<file path="src/core/utopia_rx_enable_cfg.svh">
// Offsets, field positions, reset values and counts of the receive enable registers
`ifndef UTOPIA_RX_ENABLE_CFG_SVH
`define UTOPIA_RX_ENABLE_CFG_SVH

// Register offsets on the 10-bit processor address
`define OFS_LINK_ADDR_BASE 10'h040
`define OFS_GROUP_ADDR_BASE 10'h048
`define OFS_LINK_ENABLE 10'h04c
`define OFS_GROUP_ENABLE 10'h04d
`define OFS_TX_CELL_INIT 10'h140
`define OFS_GROUP_IRQ_ENABLE 10'h205
`define OFS_LINK_IRQ_ENABLE 10'h221

// Field positions
`define BIT_WATCH_CLOCK 7
`define BIT_RX_SM_RESET 5
`define BIT_INIT_DONE 7
`define BIT_INIT_START 0

// Reset values
`define RST_LINK_ENABLE 8'h00
`define RST_GROUP_ENABLE 8'h00
`define RST_IRQ_ENABLE 8'h00
`define RST_TX_CELL_INIT 7'h00
`define RST_PHY_ADDR 5'h00

// Cycles taken to fill the filler and idle cell contents
`define TX_INIT_CYCLES 8'h40

`endif

</file>
<file path="src/core/utopia_rx_enable_pkg.sv">
// Types of the receive enable register bank
package utopia_rx_enable_pkg;

	typedef enum logic {
		INIT_IDLE,
		INIT_RUN
	} init_state_t;

	typedef struct packed {
		logic rx_clk_s1;
		logic rx_clk_s2;
		logic [4:0] addr_s1;
		logic [4:0] addr_s2;
		logic rx_clk_s3;
		logic [4:0] addr_cap;
		logic [7:0] link_en;
		logic [6:0] group_en;
		logic [3:0] group_irq_en;
		logic [7:0] link_irq_en;
		logic [6:0] tx_init;
		init_state_t init_state;
		logic [7:0] init_cnt;
		logic [3:0][4:0] link_addr;
		logic [3:0][4:0] group_addr;
		logic [7:0] rdata;
		logic rvalid;
		logic hit;
		logic hit_group;
		logic [1:0] hit_index;
		logic group_irq;
		logic link_irq;
	} bank_state_t;

endpackage

</file>
<file path="src/core/utopia_rx_enable_regs.sv">
// Receive cell bus port enable, interrupt enable and transmit cell memory init registers
//
// Overview of operation
// - Link enable register bits 3..0 enable each link's port address; reset zero.
// - Group enable register bits 3..0 enable each group's port address; reset zero.
// - Group enable bit 7 reads the live receive bus clock level.
// - Group enable bit 5 set holds receive bus state machines in reset.
// - Group overflow enable bits 3..0 gate group overflow interrupts; reset zero.
// - Link overflow enable bits 3..0 gate link overflow interrupts; reset zero.
// - Group overflow enable upper four bits read zero, ignore writes.
// - Init register bit 7 reads 0 while cell memory init runs, else 1.
// - Each link has its own 5-bit port address register, gated by its enable.
// - Each group has its own 5-bit port address register, gated by its enable.
`timescale 1ns/1ps
`include "utopia_rx_enable_cfg.svh"

module utopia_rx_enable_regs
	import utopia_rx_enable_pkg::*;
(
	// Clock and reset
	input wire logic ref_clk,
	input wire logic rst_b,
	// Processor port, same clock domain
	input wire logic cpu_cs,
	input wire logic cpu_wr,
	input wire logic cpu_rd,
	input wire logic [9:0] cpu_addr,
	input wire logic [7:0] cpu_wdata,
	output logic [7:0] cpu_rdata,
	output logic cpu_rvalid,
	// Receive cell bus pins
	input wire logic rx_bus_clk,
	input wire logic [4:0] rx_bus_addr,
	// Overflow status from the receive FIFOs
	input wire logic [3:0] group_ovf_status,
	input wire logic [3:0] link_ovf_status,
	// Controls to the receive and transmit logic
	output logic [3:0] link_addr_enable,
	output logic [3:0] group_addr_enable,
	output logic rx_sm_reset,
	output logic [3:0] group_ovf_irq_enable,
	output logic [3:0] link_ovf_irq_enable,
	output logic group_ovf_irq,
	output logic link_ovf_irq,
	output logic tx_init_busy,
	// Port address match
	output logic addr_hit,
	output logic addr_hit_group,
	output logic [1:0] addr_hit_index
);

	////////////////////////////////////////////////////////////////////////////////
	bank_state_t st;
	bank_state_t next_st;
	logic wr_stb;
	logic rd_stb;

	assign wr_stb = cpu_cs & cpu_wr;
	assign rd_stb = cpu_cs & cpu_rd;

	always_comb begin
		next_st = st;
		next_st.rvalid = 1'b0;
		// Pin sampling; the second stage feeds logic, and a third clock stage feeds the edge detect
		next_st.rx_clk_s1 = rx_bus_clk;
		next_st.rx_clk_s2 = st.rx_clk_s1;
		next_st.addr_s1 = rx_bus_addr;
		next_st.addr_s2 = st.addr_s1;
		next_st.rx_clk_s3 = st.rx_clk_s2;
		// Address pins move on the bus clock's rising edge; take the word at its falling
		// edge, when all five bits have settled, so no mixed word reaches the compare
		if (st.rx_clk_s3 && !st.rx_clk_s2) begin
			next_st.addr_cap = st.addr_s2;
		end

		// Initialization sequencer
		unique case (st.init_state)
			INIT_IDLE: begin
			end
			INIT_RUN: begin
				next_st.init_cnt = st.init_cnt - 8'h01;
				if (st.init_cnt == 8'h01) begin
					next_st.init_state = INIT_IDLE;
				end
			end
		endcase

		// Register writes
		if (wr_stb) begin
			if (cpu_addr == `OFS_LINK_ENABLE) begin
				next_st.link_en = cpu_wdata;
			end
			if (cpu_addr == `OFS_GROUP_ENABLE) begin
				next_st.group_en = cpu_wdata[6:0];
			end
			if (cpu_addr == `OFS_GROUP_IRQ_ENABLE) begin
				next_st.group_irq_en = cpu_wdata[3:0];
			end
			if (cpu_addr == `OFS_LINK_IRQ_ENABLE) begin
				next_st.link_irq_en = cpu_wdata;
			end
			if (cpu_addr == `OFS_TX_CELL_INIT) begin
				next_st.tx_init = cpu_wdata[6:0];
				// A new start while running restarts the fill from the top
				if (!cpu_wdata[`BIT_INIT_START]) begin
					next_st.init_state = INIT_RUN;
					next_st.init_cnt = `TX_INIT_CYCLES;
				end
			end
			for (int i = 0; i < 4; i++) begin
				if (cpu_addr == `OFS_LINK_ADDR_BASE + 10'(i)) begin
					next_st.link_addr[i] = cpu_wdata[4:0];
				end
				if (cpu_addr == `OFS_GROUP_ADDR_BASE + 10'(i)) begin
					next_st.group_addr[i] = cpu_wdata[4:0];
				end
			end
		end

		// Register reads; unmapped offsets answer zero
		if (rd_stb) begin
			next_st.rvalid = 1'b1;
			next_st.rdata = 8'h00;
			if (cpu_addr == `OFS_LINK_ENABLE) begin
				next_st.rdata = st.link_en;
			end
			if (cpu_addr == `OFS_GROUP_ENABLE) begin
				next_st.rdata = {st.rx_clk_s2, st.group_en};
			end
			if (cpu_addr == `OFS_GROUP_IRQ_ENABLE) begin
				next_st.rdata = {4'h0, st.group_irq_en};
			end
			if (cpu_addr == `OFS_LINK_IRQ_ENABLE) begin
				next_st.rdata = st.link_irq_en;
			end
			if (cpu_addr == `OFS_TX_CELL_INIT) begin
				next_st.rdata = {st.init_state == INIT_IDLE, st.tx_init};
			end
			for (int i = 0; i < 4; i++) begin
				if (cpu_addr == `OFS_LINK_ADDR_BASE + 10'(i)) begin
					next_st.rdata = {3'h0, st.link_addr[i]};
				end
				if (cpu_addr == `OFS_GROUP_ADDR_BASE + 10'(i)) begin
					next_st.rdata = {3'h0, st.group_addr[i]};
				end
			end
		end

		// Interrupt gating per group and per link
		next_st.group_irq = |(group_ovf_status & st.group_irq_en);
		next_st.link_irq = |(link_ovf_status & st.link_irq_en[3:0]);

		// Address match: links win over groups, lower index first
		next_st.hit = 1'b0;
		next_st.hit_group = 1'b0;
		next_st.hit_index = 2'h0;
		for (int i = 3; i >= 0; i--) begin
			if (st.group_en[i] && st.group_addr[i] == st.addr_cap) begin
				next_st.hit = 1'b1;
				next_st.hit_group = 1'b1;
				next_st.hit_index = 2'(i);
			end
		end
		for (int i = 3; i >= 0; i--) begin
			if (st.link_en[i] && st.link_addr[i] == st.addr_cap) begin
				next_st.hit = 1'b1;
				next_st.hit_group = 1'b0;
				next_st.hit_index = 2'(i);
			end
		end
		// Held reset clears the match so no poll is answered
		if (st.group_en[`BIT_RX_SM_RESET]) begin
			next_st.hit = 1'b0;
		end
	end

	always_ff @(posedge ref_clk or negedge rst_b) begin
		if (!rst_b) begin
			st <= '0;
			st.link_en <= `RST_LINK_ENABLE;
			st.group_en <= 7'(`RST_GROUP_ENABLE);
			st.group_irq_en <= 4'(`RST_IRQ_ENABLE);
			st.link_irq_en <= `RST_IRQ_ENABLE;
			st.tx_init <= `RST_TX_CELL_INIT;
			st.init_state <= INIT_IDLE;
			st.link_addr <= {4{`RST_PHY_ADDR}};
			st.group_addr <= {4{`RST_PHY_ADDR}};
		end else begin
			st <= next_st;
		end
	end

	////////////////////////////////////////////////////////////////////////////////
	assign cpu_rdata = st.rdata;
	assign cpu_rvalid = st.rvalid;
	assign link_addr_enable = st.link_en[3:0];
	assign group_addr_enable = st.group_en[3:0];
	assign rx_sm_reset = st.group_en[`BIT_RX_SM_RESET];
	assign group_ovf_irq_enable = st.group_irq_en;
	assign link_ovf_irq_enable = st.link_irq_en[3:0];
	assign group_ovf_irq = st.group_irq;
	assign link_ovf_irq = st.link_irq;
	assign tx_init_busy = (st.init_state == INIT_RUN);
	assign addr_hit = st.hit;
	assign addr_hit_group = st.hit_group;
	assign addr_hit_index = st.hit_index;

	////////////////////////////////////////////////////////////////////////////////
	// Checks
	a_link_en_write: assert property (@(posedge ref_clk) disable iff (!rst_b)
		wr_stb && cpu_addr == `OFS_LINK_ENABLE |=> link_addr_enable == $past(cpu_wdata[3:0]))
		else $error("link enable not written");
	a_group_en_write: assert property (@(posedge ref_clk) disable iff (!rst_b)
		wr_stb && cpu_addr == `OFS_GROUP_ENABLE |=> group_addr_enable == $past(cpu_wdata[3:0]))
		else $error("group enable not written");
	a_watch_clock_read: assert property (@(posedge ref_clk) disable iff (!rst_b)
		rd_stb && cpu_addr == `OFS_GROUP_ENABLE |=> cpu_rvalid && cpu_rdata[7] == $past(st.rx_clk_s2))
		else $error("watch clock bit wrong");
	a_rx_reset_bit: assert property (@(posedge ref_clk) disable iff (!rst_b)
		rx_sm_reset |=> !addr_hit)
		else $error("match answered during held reset");
	a_group_irq_gate: assert property (@(posedge ref_clk) disable iff (!rst_b)
		##1 group_ovf_irq == |($past(group_ovf_status) & $past(group_ovf_irq_enable)))
		else $error("group interrupt gating wrong");
	a_link_irq_gate: assert property (@(posedge ref_clk) disable iff (!rst_b)
		##1 link_ovf_irq == |($past(link_ovf_status) & $past(link_ovf_irq_enable)))
		else $error("link interrupt gating wrong");
	a_group_upper_zero: assert property (@(posedge ref_clk) disable iff (!rst_b)
		rd_stb && cpu_addr == `OFS_GROUP_IRQ_ENABLE |=> cpu_rdata[7:4] == 4'h0)
		else $error("group irq enable upper bits not zero");
	a_init_runs: assert property (@(posedge ref_clk) disable iff (!rst_b)
		wr_stb && cpu_addr == `OFS_TX_CELL_INIT && !cpu_wdata[0] |=> tx_init_busy [*8])
		else $error("init did not start");
	a_init_ends: assert property (@(posedge ref_clk) disable iff (!rst_b)
		wr_stb && cpu_addr == `OFS_TX_CELL_INIT && !cpu_wdata[0] |->
		##[1:65] (!tx_init_busy || (wr_stb && cpu_addr == `OFS_TX_CELL_INIT && !cpu_wdata[0])))
		else $error("init did not complete");
	a_init_flag_read: assert property (@(posedge ref_clk) disable iff (!rst_b)
		rd_stb && cpu_addr == `OFS_TX_CELL_INIT |=> cpu_rdata[7] == !$past(tx_init_busy))
		else $error("init flag read wrong");
	a_hit_enabled: assert property (@(posedge ref_clk) disable iff (!rst_b)
		addr_hit |-> ((((addr_hit_group ? $past(group_addr_enable) : $past(link_addr_enable)) >>
		addr_hit_index) & 4'h1) == 4'h1))
		else $error("match on disabled address");

	c_init_done: cover property (@(posedge ref_clk) disable iff (!rst_b) $fell(tx_init_busy));
	c_link_hit: cover property (@(posedge ref_clk) disable iff (!rst_b) addr_hit && !addr_hit_group);
	c_group_hit: cover property (@(posedge ref_clk) disable iff (!rst_b) addr_hit && addr_hit_group);
	c_clock_high: cover property (@(posedge ref_clk) disable iff (!rst_b) cpu_rvalid && cpu_rdata[7]);

endmodule

</file>
<file path="config.mk">
export PLATFORM = sky130hd
export DESIGN_NAME = utopia_rx_enable_regs
export DESIGN_NICKNAME = d
export VERILOG_FILES = /design/src/core/utopia_rx_enable_pkg.sv /design/src/core/utopia_rx_enable_regs.sv
export VERILOG_INCLUDE_DIRS = /design/src /design/src/core
export SDC_FILE = /design/constraint.sdc
export NUM_CORES = 1
export LEC_CHECK = 0
export BUFFER_PORTS_ARGS = -buffer_cell sky130_fd_sc_hd__buf_4
export CORE_MARGIN = 10
export CORE_UTILIZATION = 45
export CTS_CLUSTER_SIZE = 24
export DETAILED_ROUTE_END_ITERATION = 8
export PLACE_DENSITY = 0.66
export RECOVER_POWER = 100
export SLEW_MARGIN = 10
export SYNTH_ARGS = -nofsm -noshare
export SYNTH_HDL_FRONTEND = slang
export SYNTH_SLANG_ARGS = --single-unit
</file>
<file path="constraint.sdc">
create_clock -name ref_clk -period 5 [get_ports ref_clk]
set_input_delay 1 -clock ref_clk [delete_from_list [all_inputs] [get_ports ref_clk]]
set_output_delay 1 -clock ref_clk [all_outputs]
set_load 0.005 [all_outputs]
</file>
==> impl_metrics.py, run 1 <==
metrics = {
    "outcome": {
        "run_status": "finished with violations",
        "violations": "capacitance limit, slew limit",
    },
    "sta": {
        "setup_tns_ns": 0,
        "report.final.slew_viol_count": 121,
        "worst_slew_margin_rel": -0.424,
        "timing.clock.skew_ns": 0.00422,
        "setup_viol": 0,
        "final.min_clock_period_ns": 3.72,
        "worst_slew_pin_slew_ns": 2.14,
        "timing.final.hold_violations": 0,
        "timing.final.ws_setup_ns": 1.28,
        "finalCritPeriodShare": 0.744,
        "achievable-frequency_mhz": 269,
        "grt_setup_unrepaired": "false",
    },
    "setup_path": {
        "worst_r2r_startpoint": "st[102]$_DFFE_PN0P_",
        "worstSetupStartpointType": "input pin",
        "worst_r2r_path_depth": 5,
        "critical_path_arrival_ns": 4.02,
        "worst_setup_path_startpoint": "cpu_addr[0]",
        "cp-endpoint": "group_addr_enable[3]$_DFFE_PN0P_",
        "critPathRequiredTime_ns": 5.30,
        "critPathKind": "in2reg",
        "r2r-end": "addr_hit_group$_DFF_PN0_",
        "worst_reg_to_reg_setup_slack_ns": 2.70,
        "worst_path_max_fanout": 33,
        "timing.critical_path.to_type": "flip-flop",
    },
    "place": {
        "place_hpwl_mm": 11.6,
        "port_buffers": 69,
        "gp_congestion": 0.988,
        "post-place-ws_ns": 1.78,
    },
    "yosys": {
        "synth_area_per_cell_um2": 11.1,
        "syn-num-nets": 590,
        "synth_async_sr_flop_share": 1.00,
        "post_synth_inst_count": 551,
        "ys.flop_type": "dfrtp_1",
        "synth_area_leaders": "dfrtp_1 47%, mux2_2 15%, xor2_1 4.4%, buf_4 3.2%, nand2_1 2.5%",
        "synth_top_area_share": 0.474,
        "synth_enable_flop_cells": 0,
        "synth_seq_area_share": 0.474,
        "synth.largest_area_cell": "dfrtp_1",
        "ys_types": 64,
        "yosys_warnings": 0,
        "synth-seq-cells": 116,
        "netlist_area_um2": 6120,
    },
    "drt": {
        "first_iter_violations": 325,
        "detail_route.wirelength_mm": 16.2,
        "drc_violation_count_after_routing": 0,
        "route.vias.total": 4426,
        "detail_route.wl_per_cell_um": 21.0,
        "drt_pre_antenna_iters": 4,
        "via_per_inst": 5.72,
        "antenna_violation_net_count_after_detailed_routing": 0,
    },
    "global_route": {
        "globalRouteTotalUtil": 0.182,
        "grt_pass1_vias": 4570,
        "initial_antenna_violation_count": 0,
        "grt_max_degree": 87,
        "first_pass_grt_wire_length_mm": 25.9,
        "grt_remaining_overflow": 0,
    },
    "clocking": {
        "worst_skew_pair.late_latency_ns": 0.41,
        "number_of_buffers_inserted_by_hold_repair_at_cts": 0,
        "cts-root-buf": "clkbuf_16",
        "number_of_buffers_between_clock_root_and_the_deepest_sink": 2,
        "tritoncts_clock_tree": "done",
        "numClockSinks": 116,
        "post_cts_resized": 0,
        "post-cts-setup-buffer-count": 0,
        "cts_htree_levels": 4,
        "tritoncts.num_buffers": 17,
        "clkSlewWorstSetupHoldPaths_ns": 0.05,
    },
    "power": {
        "p_leak_nw": 3.29,
        "design_power_total_mw": 2.48,
        "power_density_nw_per_um2": 352,
        "power_frac_seq": 0.420,
        "switching_power_mw": 0.592,
        "clkPwrFrac": 0.495,
        "power.ir.vdd_worst_mv": 0.230,
        "p_sw_frac": 0.238,
        "cellInternalPower_mw": 1.89,
        "pwr-share-comb": 0.085,
    },
    "die": {
        "coreArea_um2": 13300,
        "die_height_um": 137,
        "dieArea_um2": 18700,
        "start_util": 0.460,
        "fp.dieW_um": 137,
        "pin_count": 70,
        "rows": 42,
    },
    "cells_and_area": {
        "diodes": 0,
        "layout.nets": 625,
        "synthToLayoutAreaGrowth_pct": 15.3,
        "utilization": 0.531,
        "drive_above_1_share": 0.311,
    },
    "worst_hold_path": {
        "type_of_the_tightest_min_delay_check": "reg2reg",
    },
    "flow_run": {
        "max-cap-violations": 2,
    },
}
## critical path, stage by stage
cell      delay, ns
clkbuf_1       1.11
nand3_1        0.46
nor3_1         1.01
mux2_2         0.42
## how the worst min path moves through the flow
stage	start	endpoint	slack, ns	cells past startpoint
after floorplan	next_st[114]$_DFF_PN0_	next_st[103]$_DFF_PN0_	0.33	0
after global placement	next_st[107]$_DFF_PN0_	st[107]$_DFF_PN0_	0.33	0
after detailed placement	next_st[104]$_DFF_PN0_	st[104]$_DFF_PN0_	0.34	0
after CTS	next_st[104]$_DFF_PN0_	st[104]$_DFF_PN0_	0.35	0
after global routing	next_st[114]$_DFF_PN0_	next_st[103]$_DFF_PN0_	0.36	0
final	next_st[104]$_DFF_PN0_	st[104]$_DFF_PN0_	0.35	0
## layer usage
layer  part of all wire  GRT usage  up-vias
met5                  0          0        -
met4              0.033     0.0917        0
met3              0.084     0.0502       36
met2               0.48      0.294      158
met1               0.40      0.217     2205
li1                   -          -     2027
## layout by cell type, fill, tap and decap left out, drive strengths merged, types with 3 or more instances in the layout
cell type / count
dfrtp: 116
mux2: 81
clkbuf: 64
nand2: 40
xor2: 31
buf: 27
nor2: 26
o21ai: 22
a21oi: 19
xnor2: 17
nand3: 14
nor4: 14
nor3: 11
a211oi: 7
inv: 6
or3: 6
mux2i: 6
a31oi: 6
or3b: 6
clkinv: 6
o21a: 5
a22oi: 5
o22ai: 5
or4: 4
nand4: 4
nor4b: 4
or4b: 4
o211ai: 3
nand2b: 3
nor2b: 3
a221oi: 3
bufinv: 3
and2: 3
## stage by stage
stage / cells / area, um2 / hold WS, ns
floorplan: 551 / 6120 / 0.331
global placement: 743 / 6550 / 0.334
detailed placement: 743 / 6550 / 0.336
CTS: 774 / 7150 / 0.348
global route: 774 / 7060 / 0.362
finish: 774 / 7060 / 0.346
## cell families after synthesis
logic type                 synth area share
and+or+nand+nor                       0.151
DFF                                   0.474
muxes                                 0.159
AOI/OAI and AO/OA                    0.0873
buffers and inverters                0.0556
xor gates and xnor gates             0.0687
adders and majority gates           0.00409
## cells in the mapped netlist (all sizes together) (3+ instances only)
| library cell | n |
|---|---|
| dfrtp | 116 |
| mux2 | 81 |
| nand2 | 40 |
| buf | 33 |
| xor2 | 31 |
| nor2 | 26 |
| o21ai | 22 |
| clkbuf | 21 |
| a21oi | 19 |
| xnor2 | 17 |
| nand3 | 14 |
| nor4 | 14 |
| nor3 | 11 |
| a211oi | 7 |
| a31oi | 6 |
| inv | 6 |
| mux2i | 6 |
| or3 | 6 |
| or3b | 6 |
| a22oi | 5 |
| o21a | 5 |
| o22ai | 5 |
| nand4 | 4 |
| nor4b | 4 |
| or4 | 4 |
| or4b | 4 |
| a221oi | 3 |
| and2 | 3 |
| nand2b | 3 |
| nor2b | 3 |
| o211ai | 3 |
## final cells by class
type                    instances  area [um2]
clock buffers                  21         470
clock inverters                10         130
fillers                      1200        6240
inverters                       7        26.3
multi-input cells             374        2800
flip-flops and latches        116        2900
well taps                     176         220
repair buffers                 70         504
## power groups by stage
stage | Clock (mW) | Combinational [mW] | Sequential [mW]
after floorplan | 0 | 0.159 | 1.02
after global placement | 0 | 0.210 | 1.06
after detailed placement | 0 | 0.215 | 1.06
after CTS | 1.25 | 0.217 | 1.04
after global routing | 1.29 | 0.236 | 1.05
final | 1.23 | 0.211 | 1.04
## state kept, by name, summed over array words and instances (netlist names)
register and count:
addr_hit 1, addr_hit_group 1, addr_hit_index 2, cpu_rdata 8, cpu_rvalid 1, group_addr_enable 4
group_ovf_irq 1, group_ovf_irq_enable 4, link_addr_enable 4, link_ovf_irq 1, link_ovf_irq_enable 4, next_st 7
rx_sm_reset 1, st 76, tx_init_busy 1
Power figures use the tool's default switching activity.
==> run 2, diff against run 1 <==
ABC_AREA = 1   (was unset)
clock period = 3.8 ns   (was 5 ns; I/O delays follow)
==> run 2 against run 1 <==
Compared with the run above: the flow now finishes without violations; power grew 30%; register-to-register slack lost 1.2 ns; sequential share of layout area grew 1.1 points; flip-flop and latch count is the same; clock skew grew 0.0069 ns; critical path depth grew 10; worst setup slack gained 0.091 ns; critical path type unchanged.
==> impl_metrics.py, run 2 <==
metrics = {
    "drt": {
        "drt_pre_antenna_iters": 6,
        "route.vias.total": 5159,
        "antenna_violation_net_count_after_detailed_routing": 0,
        "first_iter_violations": 467,
        "via_per_inst": 5.37,
        "detail_route.wirelength_mm": 17.2,
        "detail_route.wl_per_cell_um": 17.9,
        "drc_violation_count_after_routing": 0,
    },
    "clocking": {
        "post_cts_resized": 0,
        "worst_skew_pair.late_latency_ns": 0.42,
        "cts_htree_levels": 4,
        "number_of_buffers_between_clock_root_and_the_deepest_sink": 2,
        "number_of_buffers_inserted_by_hold_repair_at_cts": 0,
        "tritoncts.num_buffers": 17,
        "clkSlewWorstSetupHoldPaths_ns": 0.05,
        "numClockSinks": 116,
        "post-cts-setup-buffer-count": 0,
        "tritoncts_clock_tree": "done",
        "cts-root-buf": "clkbuf_16",
    },
    "die": {
        "fp.dieW_um": 135,
        "rows": 41,
        "die_height_um": 135,
        "pin_count": 70,
        "coreArea_um2": 12800,
        "dieArea_um2": 18200,
        "start_util": 0.466,
    },
    "yosys": {
        "ys_types": 45,
        "synth_enable_flop_cells": 0,
        "synth-seq-cells": 116,
        "synth.most_common_cell": "nand2_1",
        "synth_area_per_cell_um2": 8.10,
        "netlist_area_um2": 5960,
        "ys.flop_type": "dfrtp_1",
        "syn-num-nets": 775,
        "synth.cells.most_frequent": "202 x nand2_1, 116 x dfrtp_1, 65 x o21ai_0",
        "synth_async_sr_flop_share": 1.00,
        "synth.largest_area_cell": "dfrtp_1",
        "synth_top_area_share": 0.487,
        "yosys_warnings": 0,
        "synth_seq_area_share": 0.487,
        "post_synth_inst_count": 736,
        "synth_area_leaders": "dfrtp_1 49%, nand2_1 13%, o21ai_0 5.5%, inv_1 4.0%, buf_4 3.7%",
    },
    "cells_and_area": {
        "diodes": 0,
        "final_cell_count_no_fill": 961,
        "final_instance_area_um2": 6870,
        "utilization": 0.537,
        "layout.nets": 818,
        "synthToLayoutAreaGrowth_pct": 15.2,
        "seq_area_um2": 2900,
        "multi_input_area_um2": 2390,
        "mostFrequentLayoutCell": "nand2_1",
        "largest_register": "st",
        "largest_register_ff_count": 76,
        "drive_above_1_share": 0.139,
        "mostFrequentLayoutCells": "207 x nand2_1, 116 x dfrtp_1, 82 x o21ai_0",
        "fillCellCount": 1201,
    },
    "outcome": {
        "run_status": "finished, final reports clean",
    },
    "sta": {
        "setup_viol": 0,
        "report.final.slew_viol_count": 0,
        "achievable-frequency_mhz": 412,
        "final.min_clock_period_ns": 2.43,
        "grt_setup_unrepaired": "false",
        "worst_slew_pin_slew_ns": 1.46,
        "timing.clock.skew_ns": 0.0111,
        "finalCritPeriodShare": 0.639,
        "setup_tns_ns": 0,
        "hold_ws_ns": 0.348,
        "timing.final.hold_violations": 0,
        "worst_slew_margin_rel": 0.0294,
    },
    "power": {
        "clkPwrFrac": 0.468,
        "power_density_nw_per_um2": 469,
        "power_frac_seq": 0.427,
        "cellInternalPower_mw": 2.40,
        "pwr-share-comb": 0.105,
        "p_leak_nw": 3.23,
        "switching_power_mw": 0.827,
        "power.ir.vdd_worst_mv": 0.427,
        "p_sw_frac": 0.257,
    },
    "worst_hold_path": {
        "type_of_the_tightest_min_delay_check": "reg2reg",
    },
    "global_route": {
        "globalRouteTotalUtil": 0.196,
        "first_pass_grt_wire_length_mm": 28.0,
        "grt_max_degree": 61,
        "initial_antenna_violation_count": 0,
        "grt_remaining_overflow": 0,
        "grt_pass1_vias": 5214,
    },
    "place": {
        "dp_cells": 932,
        "gp_congestion": 0.935,
        "place_hpwl_mm": 12.6,
        "port_buffers": 69,
        "placedInstanceArea_um2": 6410,
    },
    "setup_path": {
        "critPathKind": "in2reg",
        "worst_path_max_fanout": 11,
        "timing.critical_path.to_type": "flip-flop",
        "critPathRequiredTime_ns": 4.16,
        "critical_path_arrival_ns": 2.78,
        "worstSetupStartpointType": "input pin",
    },
    "flow_run": {
        "max-cap-violations": 0,
    },
}
## run 2: cell count changes after synthesis, moves of 16 or more
cell / change
nor2_1: +23
xnor2_1: -16
o21ai_1: +22
xor2_1: -19
nand3_1: +29
mux2_2: -81
inv_1: +59
nand2_1: +162
o21ai_0: +43
## run 2: stage by stage
step	setup WS [ns]	total power [mW]
after detailed placement	1.09	1.74
after CTS	1.53	3.26
after floorplan	1.90	1.61
final	1.37	3.22
after global routing	1.06	3.37
after global placement	1.15	1.73
## run 2: final timing paths
kind	from	endpoint	depth (start not counted)	slack (ns)
max reg2reg	st[98]$_DFFE_PN0P_	addr_hit_index[0]$_DFF_PN0_	10	1.50
min in group asynchronous	rst_b	st[38]$_DFFE_PN0P_	1	0.69
min	next_st[106]$_DFF_PN0_	st[106]$_DFF_PN0_	0	0.35
max	cpu_addr[0]	cpu_rdata[4]$_DFFE_PN0P_	14	1.37
min reg2reg	next_st[106]$_DFF_PN0_	st[106]$_DFF_PN0_	0	0.35
max in group asynchronous	rst_b	st[66]$_DFFE_PN0P_	2	2.11
## run 2: power by group through the flow
stage                     clock network [mW]  logic [mW]  registers (mW)
after global placement                     0       0.334            1.40
after detailed placement                   0       0.347            1.39
after global routing                    1.59       0.390            1.39
after CTS                               1.53       0.349            1.38
final                                   1.51       0.338            1.38
after floorplan                            0       0.245            1.36
## run 2: cell type report
cell class              instances  area share
clock buffers                  19      0.0645
well taps                     172      0.0313
multi-input cells             497       0.348
inverters                      77      0.0425
clock inverters                10      0.0162
flip-flops and latches        116       0.423
repair buffers                 70      0.0742
## run 2: cells by family after synthesis
| group | share of synthesized area |
|---|---|
| and+or+nand+nor | 0.259 |
| AOI/OAI and AO/OA | 0.132 |
| adders and majority gates | 0.00420 |
| DFF | 0.487 |
| buffers and inverters | 0.0991 |
| xor gates and xnor gates | 0.0191 |
## run 2: metal layers
metal / global-route usage / share of wire
met3: 0.0486 / 0.056
met5: 0 / 0
met2: 0.318 / 0.48
met4: 0.0706 / 0.021
met1: 0.248 / 0.44
## run 2: critical path: stages
cell and delay (ns):
clkbuf_1 0.22, nor2_1 0.23, inv_1 0.14, nor2_1 0.40, nand2_1 0.10, nor2_1 0.26
nand2_1 0.08, nand2_1 0.09, nor2_1 0.05, nand3_1 0.09, nand2_1 0.07, nand4_1 0.07
o21ai_0 0.13, nand2_1 0.10
